### config.mk
export PLATFORM = sky130hd
export DESIGN_NAME = eifd_event_input_function_decoder
export DESIGN_NICKNAME = d
export VERILOG_FILES = /design/src/hdl/eifd_pkg.sv /design/src/hdl/eifd_event_input_function_decoder.sv
export SDC_FILE = /design/constraint.sdc
export NUM_CORES = 1
export LEC_CHECK = 0
export ABC_CLOCK_PERIOD_IN_PS = 2600
export BUFFER_PORTS_ARGS = -buffer_cell sky130_fd_sc_hd__buf_2
export CORE_MARGIN = 2
export CORE_UTILIZATION = 55
export DETAILED_ROUTE_END_ITERATION = 8
export PLACE_DENSITY = 0.76
export SYNTH_ARGS = -nofsm -noshare
export SYNTH_HDL_FRONTEND = slang
export SYNTH_SLANG_ARGS = --single-unit
### constraint.sdc
create_clock -name aclk -period 2.6 [get_ports aclk]
set_input_delay 0.39 -clock aclk [delete_from_list [all_inputs] [get_ports aclk]]
set_output_delay 0.39 -clock aclk [all_outputs]
set_load 0.1 [all_outputs]
### src/hdl/eifd_pkg.sv
package eifd_pkg;

    // ------------------------------------------------------------
    // event input functions
    // ------------------------------------------------------------
    typedef enum logic [3:0] {
        EIFD_FN_NONE = 4'h0,
        EIFD_FN_RUN_STOP = 4'h1,
        EIFD_FN_HAND_OPERATION_SELECT = 4'h2,
        EIFD_FN_PROGRAM_LAUNCH = 4'h3,
        EIFD_FN_DIRECTION_INVERT = 4'h4,
        EIFD_FN_REMOTE_SETPOINT_SELECT = 4'h5,
        EIFD_FN_FULL_DEVIATION_TUNE = 4'h6,
        EIFD_FN_REDUCED_DEVIATION_TUNE = 4'h7,
        EIFD_FN_SETTING_LOCK = 4'h8,
        EIFD_FN_COMM_WRITE_GATE = 4'h9,
        EIFD_FN_ALARM_HOLD_CLEAR = 4'hA
    } eifd_func_t;

    localparam int unsigned EIFD_FN_COUNT = 11;
    localparam int unsigned EIFD_INPUTS = 4;

    // ------------------------------------------------------------
    // register map
    // ------------------------------------------------------------
    localparam logic [7:0] EIFD_ADDR_FUNCTION = 8'h00;
    localparam logic [7:0] EIFD_ADDR_CONFIG = 8'h04;
    localparam logic [7:0] EIFD_ADDR_INPUTS = 8'h08;
    localparam logic [7:0] EIFD_ADDR_COMMANDS = 8'h0C;
    localparam logic [7:0] EIFD_ADDR_REJECT = 8'h10;

    // config field positions
    localparam int unsigned EIFD_CFG_BANK_LSB = 0;
    localparam int unsigned EIFD_CFG_PATTERN_ON = 4;
    localparam int unsigned EIFD_CFG_HEAT_COOL = 5;
    localparam int unsigned EIFD_CFG_REVERSE = 6;
    localparam int unsigned EIFD_CFG_WORK_BIT = 7;
    localparam int unsigned EIFD_CFG_LOGIC_OP = 8;

    localparam logic [15:0] EIFD_FUNCTION_RESET = 16'h0000;
    localparam logic [8:0] EIFD_CONFIG_RESET = 9'h001;

    // ------------------------------------------------------------
    // timing
    // ------------------------------------------------------------
    localparam int unsigned EIFD_CLK_HZ = 25000000;
    localparam int unsigned EIFD_DETECT_MS = 50;
    localparam int unsigned EIFD_LOGIC_MS = 250;
    localparam int unsigned EIFD_DETECT_CYCLES = (EIFD_CLK_HZ / 1000) * EIFD_DETECT_MS;
    localparam int unsigned EIFD_LOGIC_CYCLES = (EIFD_CLK_HZ / 1000) * EIFD_LOGIC_MS;

    // ------------------------------------------------------------
    // command bundle to controller
    // ------------------------------------------------------------
    typedef struct packed {
        logic control_stop;
        logic stop_indicator;
        logic hand_operation_select;
        logic hand_indicator;
        logic program_run;
        logic program_reset;
        logic program_end_clear;
        logic direction_reverse;
        logic remote_setpoint_select;
        logic remote_indicator;
        logic full_deviation_tune;
        logic reduced_deviation_tune;
        logic setting_lock;
        logic comm_write_enable;
        logic alarm_hold_clear;
    } eifd_cmd_t;

endpackage

### src/hdl/eifd_event_input_function_decoder.sv
// Operation
// - each assignment picks one of eleven actions
// - program launch accepted, inert when pattern off
// - remote setpoint choice only on remote variants
// - reduced tune ignored under heating/cooling
// - comm gate needs comms, no work bit
// - non-none action used by one input only
// - level changes need 50 ms persistence
// - logic-operation feed needs 250 ms persistence
// - input on stops control, off runs
// - stop indicator lit while stopped
// - input on selects manual, lights indicator
// - on starts program, off resets and stops
// - program reset clears program-end output
// - input on inverts configured direction
// - input on selects remote setpoint, indicator
// - full-deviation tune follows input level
// - reduced-deviation tune follows input level
// - input on locks setting changes
// - comm gate only on inputs three, four
// - input on allows communications writes
// - input on clears all alarm latches
// - inputs three/four act as one/two
// - bank-selection inputs take no function
//
// The register offsets and register access over AXI4-Lite were left to the implementer.
module eifd_event_input_function_decoder #(
    parameter int unsigned DETECT_CYCLES = eifd_pkg::EIFD_DETECT_CYCLES,
    parameter int unsigned LOGIC_CYCLES = eifd_pkg::EIFD_LOGIC_CYCLES,
    parameter bit HAS_REMOTE_SP = 1'b1,
    parameter bit HAS_COMMS = 1'b1,
    parameter bit INPUTS_THREE_FOUR = 1'b0
) (
    input wire logic aclk,
    input wire logic aresetn,
    input wire logic [3:0] event_in,
    input wire logic program_end_active,
    input wire logic [31:0] s_axi_awaddr,
    input wire logic s_axi_awvalid,
    output logic s_axi_awready,
    input wire logic [31:0] s_axi_wdata,
    input wire logic [3:0] s_axi_wstrb,
    input wire logic s_axi_wvalid,
    output logic s_axi_wready,
    output logic [1:0] s_axi_bresp,
    output logic s_axi_bvalid,
    input wire logic s_axi_bready,
    input wire logic [31:0] s_axi_araddr,
    input wire logic s_axi_arvalid,
    output logic s_axi_arready,
    output logic [31:0] s_axi_rdata,
    output logic [1:0] s_axi_rresp,
    output logic s_axi_rvalid,
    input wire logic s_axi_rready,
    output eifd_pkg::eifd_cmd_t cmd,
    output logic [3:0] logic_op_state
);

    localparam int unsigned CW = $clog2(LOGIC_CYCLES + 1);

    if (DETECT_CYCLES < 1 || LOGIC_CYCLES < DETECT_CYCLES) begin : g_bad_filter
        $error("eifd: filter lengths out of range");
    end

    // ------------------------------------------------------------
    // functions
    // ------------------------------------------------------------
    function automatic logic fn_allowed(input logic [3:0] f, input int unsigned idx, input logic work_bit);
        logic ok;
        ok = (f < 4'(eifd_pkg::EIFD_FN_COUNT));
        if (f == eifd_pkg::EIFD_FN_REMOTE_SETPOINT_SELECT && !HAS_REMOTE_SP) begin
            ok = 1'b0;
        end
        if (f == eifd_pkg::EIFD_FN_COMM_WRITE_GATE) begin
            if (!HAS_COMMS || work_bit || idx < 2) begin
                ok = 1'b0;
            end
        end
        return ok;
    endfunction

    function automatic logic active_of(input logic [15:0] fr, input logic [3:0] used, input logic [3:0] lvl,
                                       input eifd_pkg::eifd_func_t f);
        logic a;
        a = 1'b0;
        for (int i = 0; i < 4; i++) begin
            if (used[i] && fr[4*i +: 4] == f) begin
                a = a | lvl[i];
            end
        end
        return a;
    endfunction

    function automatic logic assigned_of(input logic [15:0] fr, input logic [3:0] used,
                                         input eifd_pkg::eifd_func_t f);
        logic a;
        a = 1'b0;
        for (int i = 0; i < 4; i++) begin
            if (used[i] && fr[4*i +: 4] == f) begin
                a = 1'b1;
            end
        end
        return a;
    endfunction

    // ------------------------------------------------------------
    // registers
    // ------------------------------------------------------------
    logic [15:0] function_reg;
    logic [8:0] config_reg;
    logic [3:0] reject_reg;
    logic [3:0] sync1_reg;
    logic [3:0] sync2_reg;
    logic [3:0] level_reg;
    logic [3:0] logic_reg;
    logic [CW-1:0] det_cnt_reg [4];
    logic [CW-1:0] log_cnt_reg [4];

    // ------------------------------------------------------------
    // synchroniser and persistence filters
    // ------------------------------------------------------------
    always_ff @(posedge aclk) begin
        if (!aresetn) begin
            sync1_reg <= 4'h0;
            sync2_reg <= 4'h0;
        end else begin
            sync1_reg <= event_in;
            sync2_reg <= sync1_reg;
        end
    end

    for (genvar g = 0; g < 4; g++) begin : g_filt
        always_ff @(posedge aclk) begin
            if (!aresetn) begin
                det_cnt_reg[g] <= '0;
                level_reg[g] <= 1'b0;
            end else if (sync2_reg[g] == level_reg[g]) begin
                det_cnt_reg[g] <= '0;
            end else if (det_cnt_reg[g] == CW'(DETECT_CYCLES - 1)) begin
                det_cnt_reg[g] <= '0;
                level_reg[g] <= sync2_reg[g];
            end else begin
                det_cnt_reg[g] <= det_cnt_reg[g] + CW'(1);
            end
        end
        always_ff @(posedge aclk) begin
            if (!aresetn) begin
                log_cnt_reg[g] <= '0;
                logic_reg[g] <= 1'b0;
            end else if (sync2_reg[g] == logic_reg[g]) begin
                log_cnt_reg[g] <= '0;
            end else if (log_cnt_reg[g] == CW'(LOGIC_CYCLES - 1)) begin
                log_cnt_reg[g] <= '0;
                logic_reg[g] <= sync2_reg[g];
            end else begin
                log_cnt_reg[g] <= log_cnt_reg[g] + CW'(1);
            end
        end
    end
    assign logic_op_state = logic_reg;

    // ------------------------------------------------------------
    // input usage after bank selection
    // ------------------------------------------------------------
    wire [1:0] bank_count_used = config_reg[eifd_pkg::EIFD_CFG_BANK_LSB +: 2];
    wire [3:0] bank_mask = (bank_count_used == 2'd0) ? 4'h0 :
                           (bank_count_used == 2'd1) ? 4'h1 :
                           (bank_count_used == 2'd2) ? 4'h3 : 4'h7;
    // three/four variants remap their pins onto slots one and two
    wire [3:0] pin_levels = INPUTS_THREE_FOUR ? {2'b00, level_reg[3:2]} : level_reg;
    wire [3:0] present = INPUTS_THREE_FOUR ? 4'h3 : 4'hF;
    wire [3:0] used = present & ~bank_mask;

    // ------------------------------------------------------------
    // write acceptance of function assignments
    // ------------------------------------------------------------
    logic [15:0] fn_candidate;
    logic [3:0] fn_reject;
    always_comb begin
        fn_candidate = s_axi_wdata[15:0];
        fn_reject = 4'h0;
        for (int i = 0; i < 4; i++) begin
            if (!fn_allowed(fn_candidate[4*i +: 4], INPUTS_THREE_FOUR ? i + 2 : i,
                            config_reg[eifd_pkg::EIFD_CFG_WORK_BIT])) begin
                fn_reject[i] = 1'b1;
            end
            for (int j = 0; j < i; j++) begin
                if (fn_candidate[4*i +: 4] != 4'h0 && fn_candidate[4*i +: 4] == fn_candidate[4*j +: 4]) begin
                    fn_reject[i] = 1'b1;
                end
            end
        end
    end
    // rejected slots keep their old value; and choices accepted
    logic [15:0] fn_merged;
    always_comb begin
        fn_merged = function_reg;
        for (int i = 0; i < 4; i++) begin
            if (!fn_reject[i] && s_axi_wstrb[i/2]) begin
                fn_merged[4*i +: 4] = fn_candidate[4*i +: 4];
            end
        end
    end

    // ------------------------------------------------------------
    // AXI4-Lite slave
    // ------------------------------------------------------------
    logic aw_hold_reg;
    logic w_hold_reg;
    logic [7:0] awaddr_reg;
    logic [31:0] wdata_reg;
    logic [3:0] wstrb_reg;
    wire aw_take = s_axi_awvalid && s_axi_awready;
    wire w_take = s_axi_wvalid && s_axi_wready;
    wire do_write = aw_hold_reg && w_hold_reg && !s_axi_bvalid;
    wire wr_fn = do_write && awaddr_reg == eifd_pkg::EIFD_ADDR_FUNCTION;
    wire wr_cfg = do_write && awaddr_reg == eifd_pkg::EIFD_ADDR_CONFIG;
    wire wr_hit = wr_fn || wr_cfg;

    logic [15:0] fn_write_val;
    logic [3:0] rej_write_val;
    always_comb begin
        fn_write_val = function_reg;
        rej_write_val = 4'h0;
        for (int i = 0; i < 4; i++) begin
            if (wstrb_reg[i/2]) begin
                if (fn_allowed(wdata_reg[4*i +: 4], INPUTS_THREE_FOUR ? i + 2 : i,
                               config_reg[eifd_pkg::EIFD_CFG_WORK_BIT])) begin
                    fn_write_val[4*i +: 4] = wdata_reg[4*i +: 4];
                end else begin
                    rej_write_val[i] = 1'b1;
                end
            end
        end
        for (int i = 0; i < 4; i++) begin
            for (int j = 0; j < 4; j++) begin
                if (i != j && fn_write_val[4*i +: 4] != 4'h0 && fn_write_val[4*i +: 4] == fn_write_val[4*j +: 4]
                    && wstrb_reg[i/2] && !rej_write_val[i] && (j < i || !wstrb_reg[j/2])) begin
                    rej_write_val[i] = 1'b1;
                end
            end
        end
        for (int i = 0; i < 4; i++) begin
            if (rej_write_val[i]) begin
                fn_write_val[4*i +: 4] = function_reg[4*i +: 4];
            end
        end
    end

    always_ff @(posedge aclk) begin
        if (!aresetn) begin
            aw_hold_reg <= 1'b0;
            w_hold_reg <= 1'b0;
            awaddr_reg <= 8'h00;
            wdata_reg <= 32'h0;
            wstrb_reg <= 4'h0;
            s_axi_bvalid <= 1'b0;
            s_axi_bresp <= 2'b00;
        end else begin
            if (aw_take) begin
                aw_hold_reg <= 1'b1;
                awaddr_reg <= s_axi_awaddr[7:0];
            end
            if (w_take) begin
                w_hold_reg <= 1'b1;
                wdata_reg <= s_axi_wdata;
                wstrb_reg <= s_axi_wstrb;
            end
            if (do_write) begin
                aw_hold_reg <= 1'b0;
                w_hold_reg <= 1'b0;
                s_axi_bvalid <= 1'b1;
                s_axi_bresp <= wr_hit ? 2'b00 : 2'b10;
            end else if (s_axi_bvalid && s_axi_bready) begin
                s_axi_bvalid <= 1'b0;
            end
        end
    end
    assign s_axi_awready = !aw_hold_reg && !s_axi_bvalid;
    assign s_axi_wready = !w_hold_reg && !s_axi_bvalid;

    always_ff @(posedge aclk) begin
        if (!aresetn) begin
            function_reg <= eifd_pkg::EIFD_FUNCTION_RESET;
            config_reg <= eifd_pkg::EIFD_CONFIG_RESET;
            reject_reg <= 4'h0;
        end else begin
            if (wr_fn) begin
                function_reg <= fn_write_val;
                reject_reg <= rej_write_val;
            end
            if (wr_cfg && wstrb_reg[0]) begin
                config_reg[7:0] <= wdata_reg[7:0];
            end
            if (wr_cfg && wstrb_reg[1]) begin
                config_reg[8] <= wdata_reg[8];
            end
        end
    end

    // read channel
    eifd_pkg::eifd_cmd_t cmd_next;
    wire [7:0] ra = s_axi_araddr[7:0];
    wire [31:0] rd_val = (ra == eifd_pkg::EIFD_ADDR_FUNCTION) ? {16'h0, function_reg} :
                         (ra == eifd_pkg::EIFD_ADDR_CONFIG) ? {23'h0, config_reg} :
                         (ra == eifd_pkg::EIFD_ADDR_INPUTS) ? {24'h0, logic_reg, level_reg} :
                         (ra == eifd_pkg::EIFD_ADDR_COMMANDS) ? {17'h0, cmd} :
                         (ra == eifd_pkg::EIFD_ADDR_REJECT) ? {28'h0, reject_reg} : 32'h0;
    wire rd_hit = ra == eifd_pkg::EIFD_ADDR_FUNCTION || ra == eifd_pkg::EIFD_ADDR_CONFIG ||
                  ra == eifd_pkg::EIFD_ADDR_INPUTS || ra == eifd_pkg::EIFD_ADDR_COMMANDS ||
                  ra == eifd_pkg::EIFD_ADDR_REJECT;
    always_ff @(posedge aclk) begin
        if (!aresetn) begin
            s_axi_rvalid <= 1'b0;
            s_axi_rdata <= 32'h0;
            s_axi_rresp <= 2'b00;
        end else if (s_axi_arvalid && s_axi_arready) begin
            s_axi_rvalid <= 1'b1;
            s_axi_rdata <= rd_val;
            s_axi_rresp <= rd_hit ? 2'b00 : 2'b10;
        end else if (s_axi_rvalid && s_axi_rready) begin
            s_axi_rvalid <= 1'b0;
        end
    end
    assign s_axi_arready = !s_axi_rvalid;

    // ------------------------------------------------------------
    // command decode
    // ------------------------------------------------------------
    wire pattern_on = config_reg[eifd_pkg::EIFD_CFG_PATTERN_ON];
    wire heat_cool = config_reg[eifd_pkg::EIFD_CFG_HEAT_COOL];
    wire reverse_cfg = config_reg[eifd_pkg::EIFD_CFG_REVERSE];
    wire launch_assigned = assigned_of(function_reg, used, eifd_pkg::EIFD_FN_PROGRAM_LAUNCH) && pattern_on;
    wire launch_on = active_of(function_reg, used, pin_levels, eifd_pkg::EIFD_FN_PROGRAM_LAUNCH);
    wire launch_reset = launch_assigned && !launch_on;
    wire stop_in = active_of(function_reg, used, pin_levels, eifd_pkg::EIFD_FN_RUN_STOP);
    wire hand_in = active_of(function_reg, used, pin_levels, eifd_pkg::EIFD_FN_HAND_OPERATION_SELECT);
    wire remote_in = active_of(function_reg, used, pin_levels, eifd_pkg::EIFD_FN_REMOTE_SETPOINT_SELECT);

    always_comb begin
        cmd_next = '0;
        cmd_next.control_stop = stop_in || launch_reset;
        cmd_next.stop_indicator = stop_in || launch_reset;
        cmd_next.hand_operation_select = hand_in;
        cmd_next.hand_indicator = hand_in;
        cmd_next.program_run = launch_assigned && launch_on;
        cmd_next.program_reset = launch_reset;
        cmd_next.program_end_clear = launch_reset && program_end_active;
        cmd_next.direction_reverse = reverse_cfg ^
            active_of(function_reg, used, pin_levels, eifd_pkg::EIFD_FN_DIRECTION_INVERT);
        cmd_next.remote_setpoint_select = remote_in && HAS_REMOTE_SP;
        cmd_next.remote_indicator = remote_in && HAS_REMOTE_SP;
        cmd_next.full_deviation_tune =
            active_of(function_reg, used, pin_levels, eifd_pkg::EIFD_FN_FULL_DEVIATION_TUNE);
        cmd_next.reduced_deviation_tune = !heat_cool &&
            active_of(function_reg, used, pin_levels, eifd_pkg::EIFD_FN_REDUCED_DEVIATION_TUNE);
        cmd_next.setting_lock =
            active_of(function_reg, used, pin_levels, eifd_pkg::EIFD_FN_SETTING_LOCK);
        cmd_next.comm_write_enable = HAS_COMMS && !config_reg[eifd_pkg::EIFD_CFG_WORK_BIT] &&
            active_of(function_reg, used, pin_levels, eifd_pkg::EIFD_FN_COMM_WRITE_GATE);
        cmd_next.alarm_hold_clear =
            active_of(function_reg, used, pin_levels, eifd_pkg::EIFD_FN_ALARM_HOLD_CLEAR);
    end

    eifd_pkg::eifd_cmd_t cmd_reg;
    always_ff @(posedge aclk) begin
        if (!aresetn) begin
            cmd_reg <= '0;
        end else begin
            cmd_reg <= cmd_next;
        end
    end
    assign cmd = cmd_reg;

endmodule

==> impl_metrics.csv, run 1 <==
group,metric,value,unit
worst_setup_path,critPathCaptureType,"flop",
grt,grt_max_degree,75,
die,fp.dieW,171.6,µm
finish,nNetsFinal,2008,
die,core-area,27710,µm²
drt,drt_drc_violations_left,0,
cts,htreeDepth,2,
drt,drt_iter0_drc,1011,
worst_setup_path,start_kind,"flop",
sta,hold_viol,0,
yosys,synth_area_leaders,"edfxtp_1 36%, dfxtp_1 14%, nor2_1 6.2%",
yosys,seq_area_frac_synth,49.39,%
sta,fmax,402.9,MHz
power_and_ir_drop,p_per_area,606.3,nW/µm²
drt,via_per_inst,5.228,
drt,wl,32660,µm
placed_design,post-dp-hpwl,23920,µm
drt,dr.pass1.iters,5,
placed_design,place.gp.congestion,0.8842,
hold_path,hp-class,"in -> reg",
drt,avgRoutedWirePerCell,14.24,µm
sta,fin_tns_setup,0,ps
die,fp.dieH,171.6,µm
yosys,synth-async-reset-ratio,0,%
sta,period_share,95.47,%
power_and_ir_drop,ir_drop,0.0004551,V
cts,cts_tree,"done",
finish,final_cell_mix,"252 x nor2_1, 202 x conb_1, 184 x edfxtp_1",
yosys,synth_seq_cells,289,
grt,first_global_vias,11193,
placed_design,io_buffers,87,
die,start_util,55.74,%
outcome,status,"completed",
sta,fin_ws,117.7,ps
cts,clock_path_buffers,3,
job,maxCapViolCount,0,
yosys,synth.distinct_cells,84,
sta,slew_headroom,50.87,%
power_and_ir_drop,p_comb_share,8.9,%
grt,grt_usage,22.61,%
cts,cts_buffers,35,
power_and_ir_drop,p_leak,6.878,nW
yosys,yosysTopAreaCell,"edfxtp_1",
cts,cts.sinks,289,
die,row_count,61,
grt,antenna_found_initial,1,
yosys,yosysTopAreaCellShare,35.78,%
power_and_ir_drop,sw_frac_of_total,25.03,%
grt,grt_pass1_wl,54120,µm
sta,period_minus_slack,2482,ps
drt,vias,11992,
cts,ctsHoldBuffers,0,
yosys,ys.flop_type,"edfxtp_1",
placed_design,post-place-ws,109.8,ps
grt,grt_overflow_total,0,
yosys,syn_area,15440,µm²
yosys,synth-edff-count,184,
sta,finClkSkew,9.700,ps
power_and_ir_drop,clkPwrFrac,43.5,%
yosys,syn_avg_cell_area,9.622,µm²
sta,rsz0062_at_grt,"no",
worst_setup_path,cp_max_fo,5,
die,io_pins,172,
power_and_ir_drop,pwr-share-seq,47.6,%
finish,final_common_cell,"nor2_1",
yosys,yosysWarnings,0,
die,dieArea,29440,µm²
cts,clkLatencyLatePin,510,ps
yosys,synthCells,1605,
finish,drive_gt1_share,11.28,%
cts,clk_pin_slew,60,ps
power_and_ir_drop,p_sw,0.002766,W
worst_setup_path,critPathKind,"reg -> reg",
sta,slew_violations,0,
worst_setup_path,critical_path_arrival,2910,ps
sta,worstMarginPinSlew,737.0,ps
finish,areaGrowthSynthToFinish,17.99,%
cts,cts-root-buf,"clkbuf_16",
worst_setup_path,worst_ep_required_time,3030,ps
sta,final-setup-viol-count,0,
power_and_ir_drop,p_int,0.008282,W
drt,antenna_left,0,
final timing paths:
path	start	end	slack, ps	cells after the start
worst min-delay path	event_in[2]	sync1_reg[2]	80	2
worst max-delay path	wdata_reg[9]	function_reg[5]	120	7
worst max register to register	wdata_reg[9]	function_reg[5]	120	7
worst min register to register	sync1_reg[0]	sync2_reg[0]	430	1
through the flow:
stage / power, W / area [µm²] / instances / hold WS [ps] / utilization (%)
after floorplan: 0.006119 / 16210 / 1805 / 411.9 / -
after global placement: 0.006303 / 17050 / 2229 / 414.0 / 61.55
after detailed placement: 0.006324 / 17050 / 2229 / 422.8 / 61.55
after CTS: 0.01116 / 18220 / 2293 / 67.59 / 65.75
after global routing: 0.01146 / 18220 / 2293 / 75.50 / 65.76
final: 0.01105 / 18220 / 2294 / 82.21 / 65.77
power groups by stage:
| stage | Sequential, W | Combinational (W) | Clock (W) |
|---|---|---|---|
| after floorplan | 0.00544 | 0.000679 | 0 |
| after global placement | 0.00534 | 0.000961 | 0 |
| after detailed placement | 0.00535 | 0.000970 | 0 |
| after CTS | 0.00526 | 0.000977 | 0.00492 |
| after global routing | 0.00529 | 0.00108 | 0.00509 |
| final | 0.00526 | 0.000985 | 0.00480 |
cell families (layout without fill, tap and decap cells):
family                     after synthesis  after routing  share of synthesized area [%]
AOI/OAI and AO/OA                      193            193                          9.131
xor gates and xnor gates               186            186                          10.55
adders and majority gates                8              8                         0.6482
buffers and inverters                  121            231                          3.605
DFF                                    289            289                          49.39
muxes                                   34             34                          2.325
other                                    2            203                        0.04863
and+or+nand+nor                        772            772                          24.31
worst max-delay path, stage by stage, from the launching register on:
cell	delay [ps]
dfxtp_1	380
o31ai_1	500
a21oi_1	220
o21ai_1	220
a211oi_1	110
a22o_1	270
a221oi_4	470
mux2i_1	230
synthesized netlist by cell type (all sizes together), types with 13 or more instances:
| library cell | count |
|---|---|
| xnor2 | 80 |
| a21oi | 35 |
| buf | 27 |
| nor4 | 19 |
| nor2b | 39 |
| a21boi | 34 |
| clkbuf | 55 |
| nor3 | 26 |
| edfxtp | 184 |
| o21ai | 39 |
| nand3b | 13 |
| and2 | 19 |
| nand2 | 176 |
| dfxtp | 105 |
| nor2 | 254 |
| inv | 39 |
| and3 | 28 |
| nand3 | 83 |
| or3 | 17 |
| mux2i | 32 |
| nand4 | 45 |
| xor2 | 106 |
what timing repair did:
item / in CTS / in global routing
gates resized for setup: 0 / 1
endpoints found under the setup margin: 0 / 5
buffers inserted: 0 / 0
area by class of cell:
| type | instances | area, µm² |
|---|---|---|
| clock inverters | 13 | 116.4 |
| fillers | 2255 | 9484 |
| diodes | 1 | 2.502 |
| well taps | 378 | 473.0 |
| repair buffers | 128 | 783.3 |
| inverters | 39 | 146.4 |
| multi-input cells | 1395 | 8020 |
| flip-flops and latches | 289 | 7630 |
| clock buffers | 51 | 1050 |
per-layer routing:
metal	GRT usage, %	wire length, µm	vias up
met5	0	13	-
met3	3.705	1751	67
met2	36.21	14620	303
met1	31.78	15450	5589
li1	-	-	6031
met4	6.411	826	2
No activity file was read; power rests on OpenSTA's default activity.
==> run 2: changes to the inputs <==
--- a/config.mk
+++ b/config.mk
@@ -5,12 +5,15 @@
 export SDC_FILE = /design/constraint.sdc
 export NUM_CORES = 1
 export LEC_CHECK = 0
+export ABC_AREA = 1
 export ABC_CLOCK_PERIOD_IN_PS = 2600
 export BUFFER_PORTS_ARGS = -buffer_cell sky130_fd_sc_hd__buf_2
+export CORE_ASPECT_RATIO = 1.75
 export CORE_MARGIN = 2
 export CORE_UTILIZATION = 55
+export CTS_BUF_LIST = sky130_fd_sc_hd__clkbuf_4
 export DETAILED_ROUTE_END_ITERATION = 8
-export PLACE_DENSITY = 0.76
+export PLACE_DENSITY = 0.75
 export SYNTH_ARGS = -nofsm -noshare
 export SYNTH_HDL_FRONTEND = slang
 export SYNTH_SLANG_ARGS = --single-unit
==> run 2 against run 1 <==
  * Combinational power rose by 21%
  * Sequential cell count is the same
  * Clock power shrank 20%
  * Synthesized cell count up 24%
  * Sequential power about the same
  * Non-clock buffer count rose by 25
  * Worst hold slack worse by 4.9 ps
  * Critical endpoint is now log_cnt_reg[2][12]
  * Largest cell class unchanged
==> impl_metrics.csv, run 2 <==
group,metric,value,unit
yosys,yosysWarnings,0,
grt,grt_overflow_total,0,
yosys,synth.most_common_cell,"nand2_1",
grt,grt_pass1_wl,65930,µm
hold_path,hold_path_depth,4,
power_and_ir_drop,ir_drop,0.0003892,V
drt,vias,14491,
grt,first_global_vias,14576,
placed_design,post-place-cells,2623,
worst_setup_path,reg2reg_slack,230,ps
power_and_ir_drop,p_int,0.007355,W
sta,period_minus_slack,2372,ps
die,start_util,55.85,%
sta,hold_ws,77.27,ps
sta,fin_ws,228.4,ps
sta,worstMarginPinSlew,643.5,ps
drt,via_per_inst,5.190,
worst_setup_path,rr_worst_depth,10,
sta,hold_viol,0,
cts,cts-root-buf,"clkbuf_4",
yosys,synth_area_leaders,"edfxtp_1 35%, dfxtp_1 13%, nand2_1 8.6%",
outcome,status,"completed",
worst_setup_path,regToRegEndpoint,"log_cnt_reg[2][12]",
sta,finClkSkew,33.33,ps
power_and_ir_drop,p_leak,7.956,nW
power_and_ir_drop,p_comb_share,11.6,%
cts,htreeDepth,3,
yosys,seq_area_frac_synth,47.71,%
yosys,synth_simple_gate_area_share,29.52,%
finish,drive_gt1_share,13.52,%
finish,areaGrowthSynthToFinish,17.82,%
yosys,synth.distinct_cells,60,
yosys,syn_area,15990,µm²
worst_setup_path,critPathKind,"reg -> reg",
worst_setup_path,worst_ep_required_time,3110,ps
die,dieArea,30500,µm²
cts,cts_tree,"done",
finish,final-instance-count-excl-fill,2792,
power_and_ir_drop,sw_frac_of_total,28.48,%
worst_setup_path,critical_path_arrival,2880,ps
die,core-area,28630,µm²
yosys,ys.flop_type,"edfxtp_1",
cts,clk_pin_slew,70,ps
power_and_ir_drop,finalPower,0.01028,W
grt,antenna_found_initial,1,
yosys,synth_compound_area_share,11.53,%
yosys,yosysTopAreaCell,"edfxtp_1",
yosys,synth_top_family_by_area,"simple AND/OR/NAND/NOR gates",
yosys,synth_xor_area_share,2.191,%
placed_design,io_buffers,87,
finish,nNetsFinal,2476,
die,fp.dieW,132.9,µm
yosys,synth-async-reset-ratio,0,%
sta,rsz0062_at_grt,"no",
placed_design,place.gp.congestion,0.9673,
cts,cts_buffers,69,
placed_design,post-place-ws,163.1,ps
drt,antenna_left,0,
sta,fmax,421.6,MHz
yosys,synthCells,1997,
hold_path,hold_end,"s_axi_rresp[1]",
cts,clkLatencyLatePin,780,ps
sta,slew_headroom,56.90,%
finish,fillCellCount,2507,
yosys,synthAdderAreaFrac,0.6261,%
grt,grt_max_degree,59,
yosys,syn_avg_cell_area,8.005,µm²
yosys,synth-edff-count,184,
die,io_pins,172,
yosys,synth_mux_area_share,0,%
drt,avgRoutedWirePerCell,14.40,µm
drt,drt_iter0_drc,880,
power_and_ir_drop,p_sw,0.002928,W
finish,regArea,7627,µm²
drt,drt_drc_violations_left,0,
sta,slew_violations,0,
sta,fin_tns_setup,0,ps
cts,clock_path_buffers,3,
die,row_count,82,
power_and_ir_drop,p_per_area,545.9,nW/µm²
power_and_ir_drop,clkPwrFrac,37.4,%
worst_setup_path,cp_max_fo,23,
drt,wl,40200,µm
worst_setup_path,start_kind,"flop",
power_and_ir_drop,pwr-share-seq,50.9,%
cts,post_cts_buffers,0,
worst_setup_path,critPathCaptureType,"flop",
placed_design,post-dp-hpwl,29820,µm
finish,final_common_cell,"nand2_1",
hold_path,hp-class,"in -> reg",
sta,period_share,91.22,%
yosys,ys_top_cells_by_count,"367 x nand2_1, 252 x inv_1, 249 x nor2_1, 184 x edfxtp_1, 158 x a21oi_1",
job,maxCapViolCount,0,
die,fp.dieH,229.5,µm
drt,dr.pass1.iters,6,
sta,final-setup-viol-count,0,
finish,final_cell_mix,"367 x nand2_1, 252 x inv_1, 246 x nor2_1",
grt,grt_usage,26.67,%
yosys,synth_seq_cells,289,
cts,cts.sinks,289,
finish,multi_input_area,7805,µm²
yosys,yosysTopAreaCellShare,34.56,%
hold_path,hp-start,"s_axi_araddr[0]",
worst_setup_path,r2r_start,"log_cnt_reg[2][0]",
## run 2: repair_timing
| action | CTS | global route |
|---|---|---|
| endpoints found under the setup margin | 0 | 16 |
| resized for setup | 0 | 5 |
| hold buffers | 40 | 0 |
| endpoints found under the hold margin | 36 | 0 |
## run 2: per-stage QoR
stage          instance area, µm²  util, %
6_report                    18840    65.80
5_1_grt                     18840    65.80
4_1_cts                     18800    65.68
3_5_place_dp                17500    61.13
3_3_place_gp                17500    61.13
2_1_floorplan               16740        -
## run 2: logic make-up (layout without fill, tap and decap cells)
| group | count (synthesis) | count (layout) |
|---|---|---|
| XOR/XNOR | 40 | 40 |
| buffers and inverters | 329 | 544 |
| flip-flops | 289 | 289 |
| AND/OR/NAND/NOR | 1002 | 1002 |
| AO/OA/AOI/OAI | 327 | 327 |
| adder cells (fa/ha/maj) | 8 | 8 |
| other | 2 | 204 |
## run 2: critical path, cell delays in order, from the launching register on
cell	delay, ps
edfxtp_1	380
ha_1	180
nand2_1	70
nor2_1	120
inv_1	60
or2_1	230
nor4_1	200
nand4_1	260
o211ai_4	350
o21bai_1	210
a21oi_1	50
## run 2: worst max path at each step
stage,start,endpoint,slack [ps]
floorplan,s_axi_rvalid,s_axi_rdata[0],80
global placement,log_cnt_reg[2][0],log_cnt_reg[2][12],200
detailed placement,log_cnt_reg[2][0],log_cnt_reg[2][12],160
CTS,log_cnt_reg[2][0],log_cnt_reg[2][12],150
global route,log_cnt_reg[2][0],log_cnt_reg[2][10],2
finish,log_cnt_reg[2][0],log_cnt_reg[2][12],230
## run 2: metal layers
layer  track usage [%]  wire [µm]  vias up
met5                 0          0        -
met4             15.05       2131        0
met3             5.224       1979      131
met2             49.85      21010      418
met1             27.32      15080     6626
li1                  -          -     7316
## run 2: cell type report
type | instances | area share (%)
multi-input combinational | 1579 | 41.44
sequential | 289 | 40.49
timing repair buffer | 153 | 5.474
inverter | 264 | 5.261
clock buffer | 106 | 4.225
tap | 378 | 2.511
clock inverter | 21 | 0.5713
antenna | 2 | 0.02657
## run 2: power groups by stage
stage | clock, W | sequential (W) | combinational [W]
floorplan | 0 | 0.00538 | 0.000810
global placement | 0 | 0.00533 | 0.00110
detailed placement | 0 | 0.00534 | 0.00111
CTS | 0.00396 | 0.00524 | 0.00117
global route | 0.00416 | 0.00527 | 0.00131
finish | 0.00385 | 0.00524 | 0.00119
==> run 3: changes to the inputs <==
--- a/config.mk
+++ b/config.mk
@@ -13,7 +13,7 @@
 export CORE_UTILIZATION = 55
 export CTS_BUF_LIST = sky130_fd_sc_hd__clkbuf_4
 export DETAILED_ROUTE_END_ITERATION = 8
-export PLACE_DENSITY = 0.75
+export PLACE_DENSITY = 0.86
 export SYNTH_ARGS = -nofsm -noshare
 export SYNTH_HDL_FRONTEND = slang
 export SYNTH_SLANG_ARGS = --single-unit
==> run 3 against run 2 <==
  * Routed wire length up 1.3%
  * Via count up 1.8%
  * Clock power down 5.2%
  * First-iteration DRC count up 15%
==> impl_metrics.csv, run 3 (synthesis gave the netlist of run 2 again) <==
group,metric,value,unit
drt,drt_drc_violations_left,0,
power_and_ir_drop,clkPwrFrac,36.2,%
die,dieArea,30500,µm²
grt,grt_overflow_total,0,
power_and_ir_drop,p_per_area,538.3,nW/µm²
die,start_util,55.85,%
worst_setup_path,path_common_cell,"nand3_1",
job,maxCapViolCount,0,
placed_design,place.gp.congestion,1.012,
sta,finClkSkew,29.83,ps
finish,final-instance-count-excl-fill,2782,
sta,fin_tns_setup,0,ps
die,io_pins,172,
power_and_ir_drop,p_leak,7.862,nW
die,core-area,28630,µm²
worst_setup_path,critPathCaptureType,"flop",
sta,final-setup-viol-count,0,
grt,first_global_vias,14706,
power_and_ir_drop,pwr-share-seq,52.0,%
worst_setup_path,critical_path_arrival,2830,ps
die,fp.dieW,132.9,µm
power_and_ir_drop,ir_drop,0.0004289,V
worst_setup_path,critPathKind,"reg -> reg",
drt,avgRoutedWirePerCell,14.64,µm
die,fp.dieH,229.5,µm
finish,areaGrowthSynthToFinish,17.05,%
drt,vias,14749,
placed_design,placed_area,17490,µm²
drt,wl,40730,µm
placed_design,post-dp-hpwl,30130,µm
worst_setup_path,max_stage_delay,390,ps
drt,via_per_inst,5.302,
sta,worstMarginPinSlew,697.4,ps
worst_setup_path,cp_max_fo,5,
outcome,status,"completed",
finish,final_area,18710,µm²
cts,clock_path_buffers,3,
placed_design,post-place-cells,2622,
grt,antenna_found_initial,1,
grt,grt_max_degree,61,
worst_setup_path,start_kind,"flop",
hold_path,hp-class,"in -> reg",
cts,cts.sinks,289,
drt,dr.pass1.iters,5,
drt,antenna_left,0,
finish,drive_gt1_share,13.28,%
sta,slew_violations,0,
placed_design,io_buffers,87,
cts,clkLatencyLatePin,750,ps
die,row_count,82,
cts,cts_tree,"done",
worst_setup_path,worst_ep_required_time,3080,ps
cts,cts_buffers,69,
drt,drt_iter0_drc,1016,
sta,period_minus_slack,2353,ps
cts,clk_pin_slew,60,ps
cts,cts-root-buf,"clkbuf_4",
sta,rsz0062_at_grt,"no",
sta,fmax,425.0,MHz
finish,nNetsFinal,2471,
grt,grt_usage,26.89,%
grt,grt_pass1_wl,66740,µm
sta,period_share,90.50,%
sta,slew_headroom,53.45,%
worst_setup_path,path_cells,"ha_1, nand2_1, nor3_2, nand3_1, nor2_2, nand3_2, nor2_1, nand3_1, nor2_4, nand3_1, o21ai_1, a21oi_1",
finish,final_common_cell,"nand2_1",
power_and_ir_drop,p_sw,0.002891,W
power_and_ir_drop,p_comb_share,11.8,%
cts,htreeDepth,3,
power_and_ir_drop,p_int,0.007181,W
sta,hold_viol,0,
power_and_ir_drop,sw_frac_of_total,28.70,%
worst_setup_path,slowest_stage,"edfxtp_1",
finish,final_cell_mix,"367 x nand2_1, 252 x inv_1, 246 x nor2_1",
==> run 3: worst paths after layout <==
kind / start / end / slack (ps) / depth (start not counted)
max: log_cnt_reg[1][0] / log_cnt_reg[1][20] / 250 / 12
min reg2reg: sync1_reg[0] / sync2_reg[0] / 420 / 2
max reg2reg: log_cnt_reg[1][0] / log_cnt_reg[1][20] / 250 / 12
min: aresetn / s_axi_rdata[6] / 70 / 3
==> run 3: stage by stage <==
stage	setup slack, ps	utilization [%]	total power [W]	hold slack [ps]
final	247.0	65.37	0.01007	69.71
after global routing	12.10	65.37	0.01052	57.96
after CTS	196.8	65.25	0.01014	7.579
after detailed placement	231.1	61.10	0.006442	407.5
after global placement	223.7	61.10	0.006405	393.5
after floorplan	83.08	-	0.006191	390.5
==> run 3: repair_timing <==
action | CTS | global route
buffers inserted | 0 | 1
resized for setup | 0 | 2
hold buffers | 34 | 0
hold endpoints to repair | 33 | 0
setup endpoints to repair | 0 | 7
==> run 3: worst max-delay path: cells and delay by family, from the launching register on <==
family                   cells  cell delay, ps
AND/OR/NAND/NOR              9            1360
flip-flops                   1             390
adder cells (fa/ha/maj)      1             180
AO/OA/AOI/OAI                2             180
==> run 3: layout make-up <==
cell class	instances	area, µm²
Multi-Input combinational cell	1580	7800
Sequential cell	289	7627
Inverter	264	991.0
Fill cell	2388	9912
Antenna cell	1	2.502
Tap cell	378	473.0
Clock buffer	102	765.7
Clock inverter	21	82.58
Timing Repair Buffer	147	970.9
==> run 3: metal layers <==
metal / global-route usage, % / vias to the layer above / wire [µm]
met5: 0 / - / 0
met2: 49.14 / 506 / 21020
met3: 4.449 / 174 / 1990
met4: 18.82 / 0 / 2768
li1: - / 7294 / -
met1: 27.53 / 6775 / 14950
==> run 3: power groups by stage <==
stage | clock, W | sequential (W) | combinational, W
after floorplan | 0 | 0.00538 | 0.000810
after global placement | 0 | 0.00532 | 0.00108
after detailed placement | 0 | 0.00534 | 0.00111
after CTS | 0.00375 | 0.00523 | 0.00115
after global routing | 0.00396 | 0.00526 | 0.00130
final | 0.00365 | 0.00524 | 0.00118
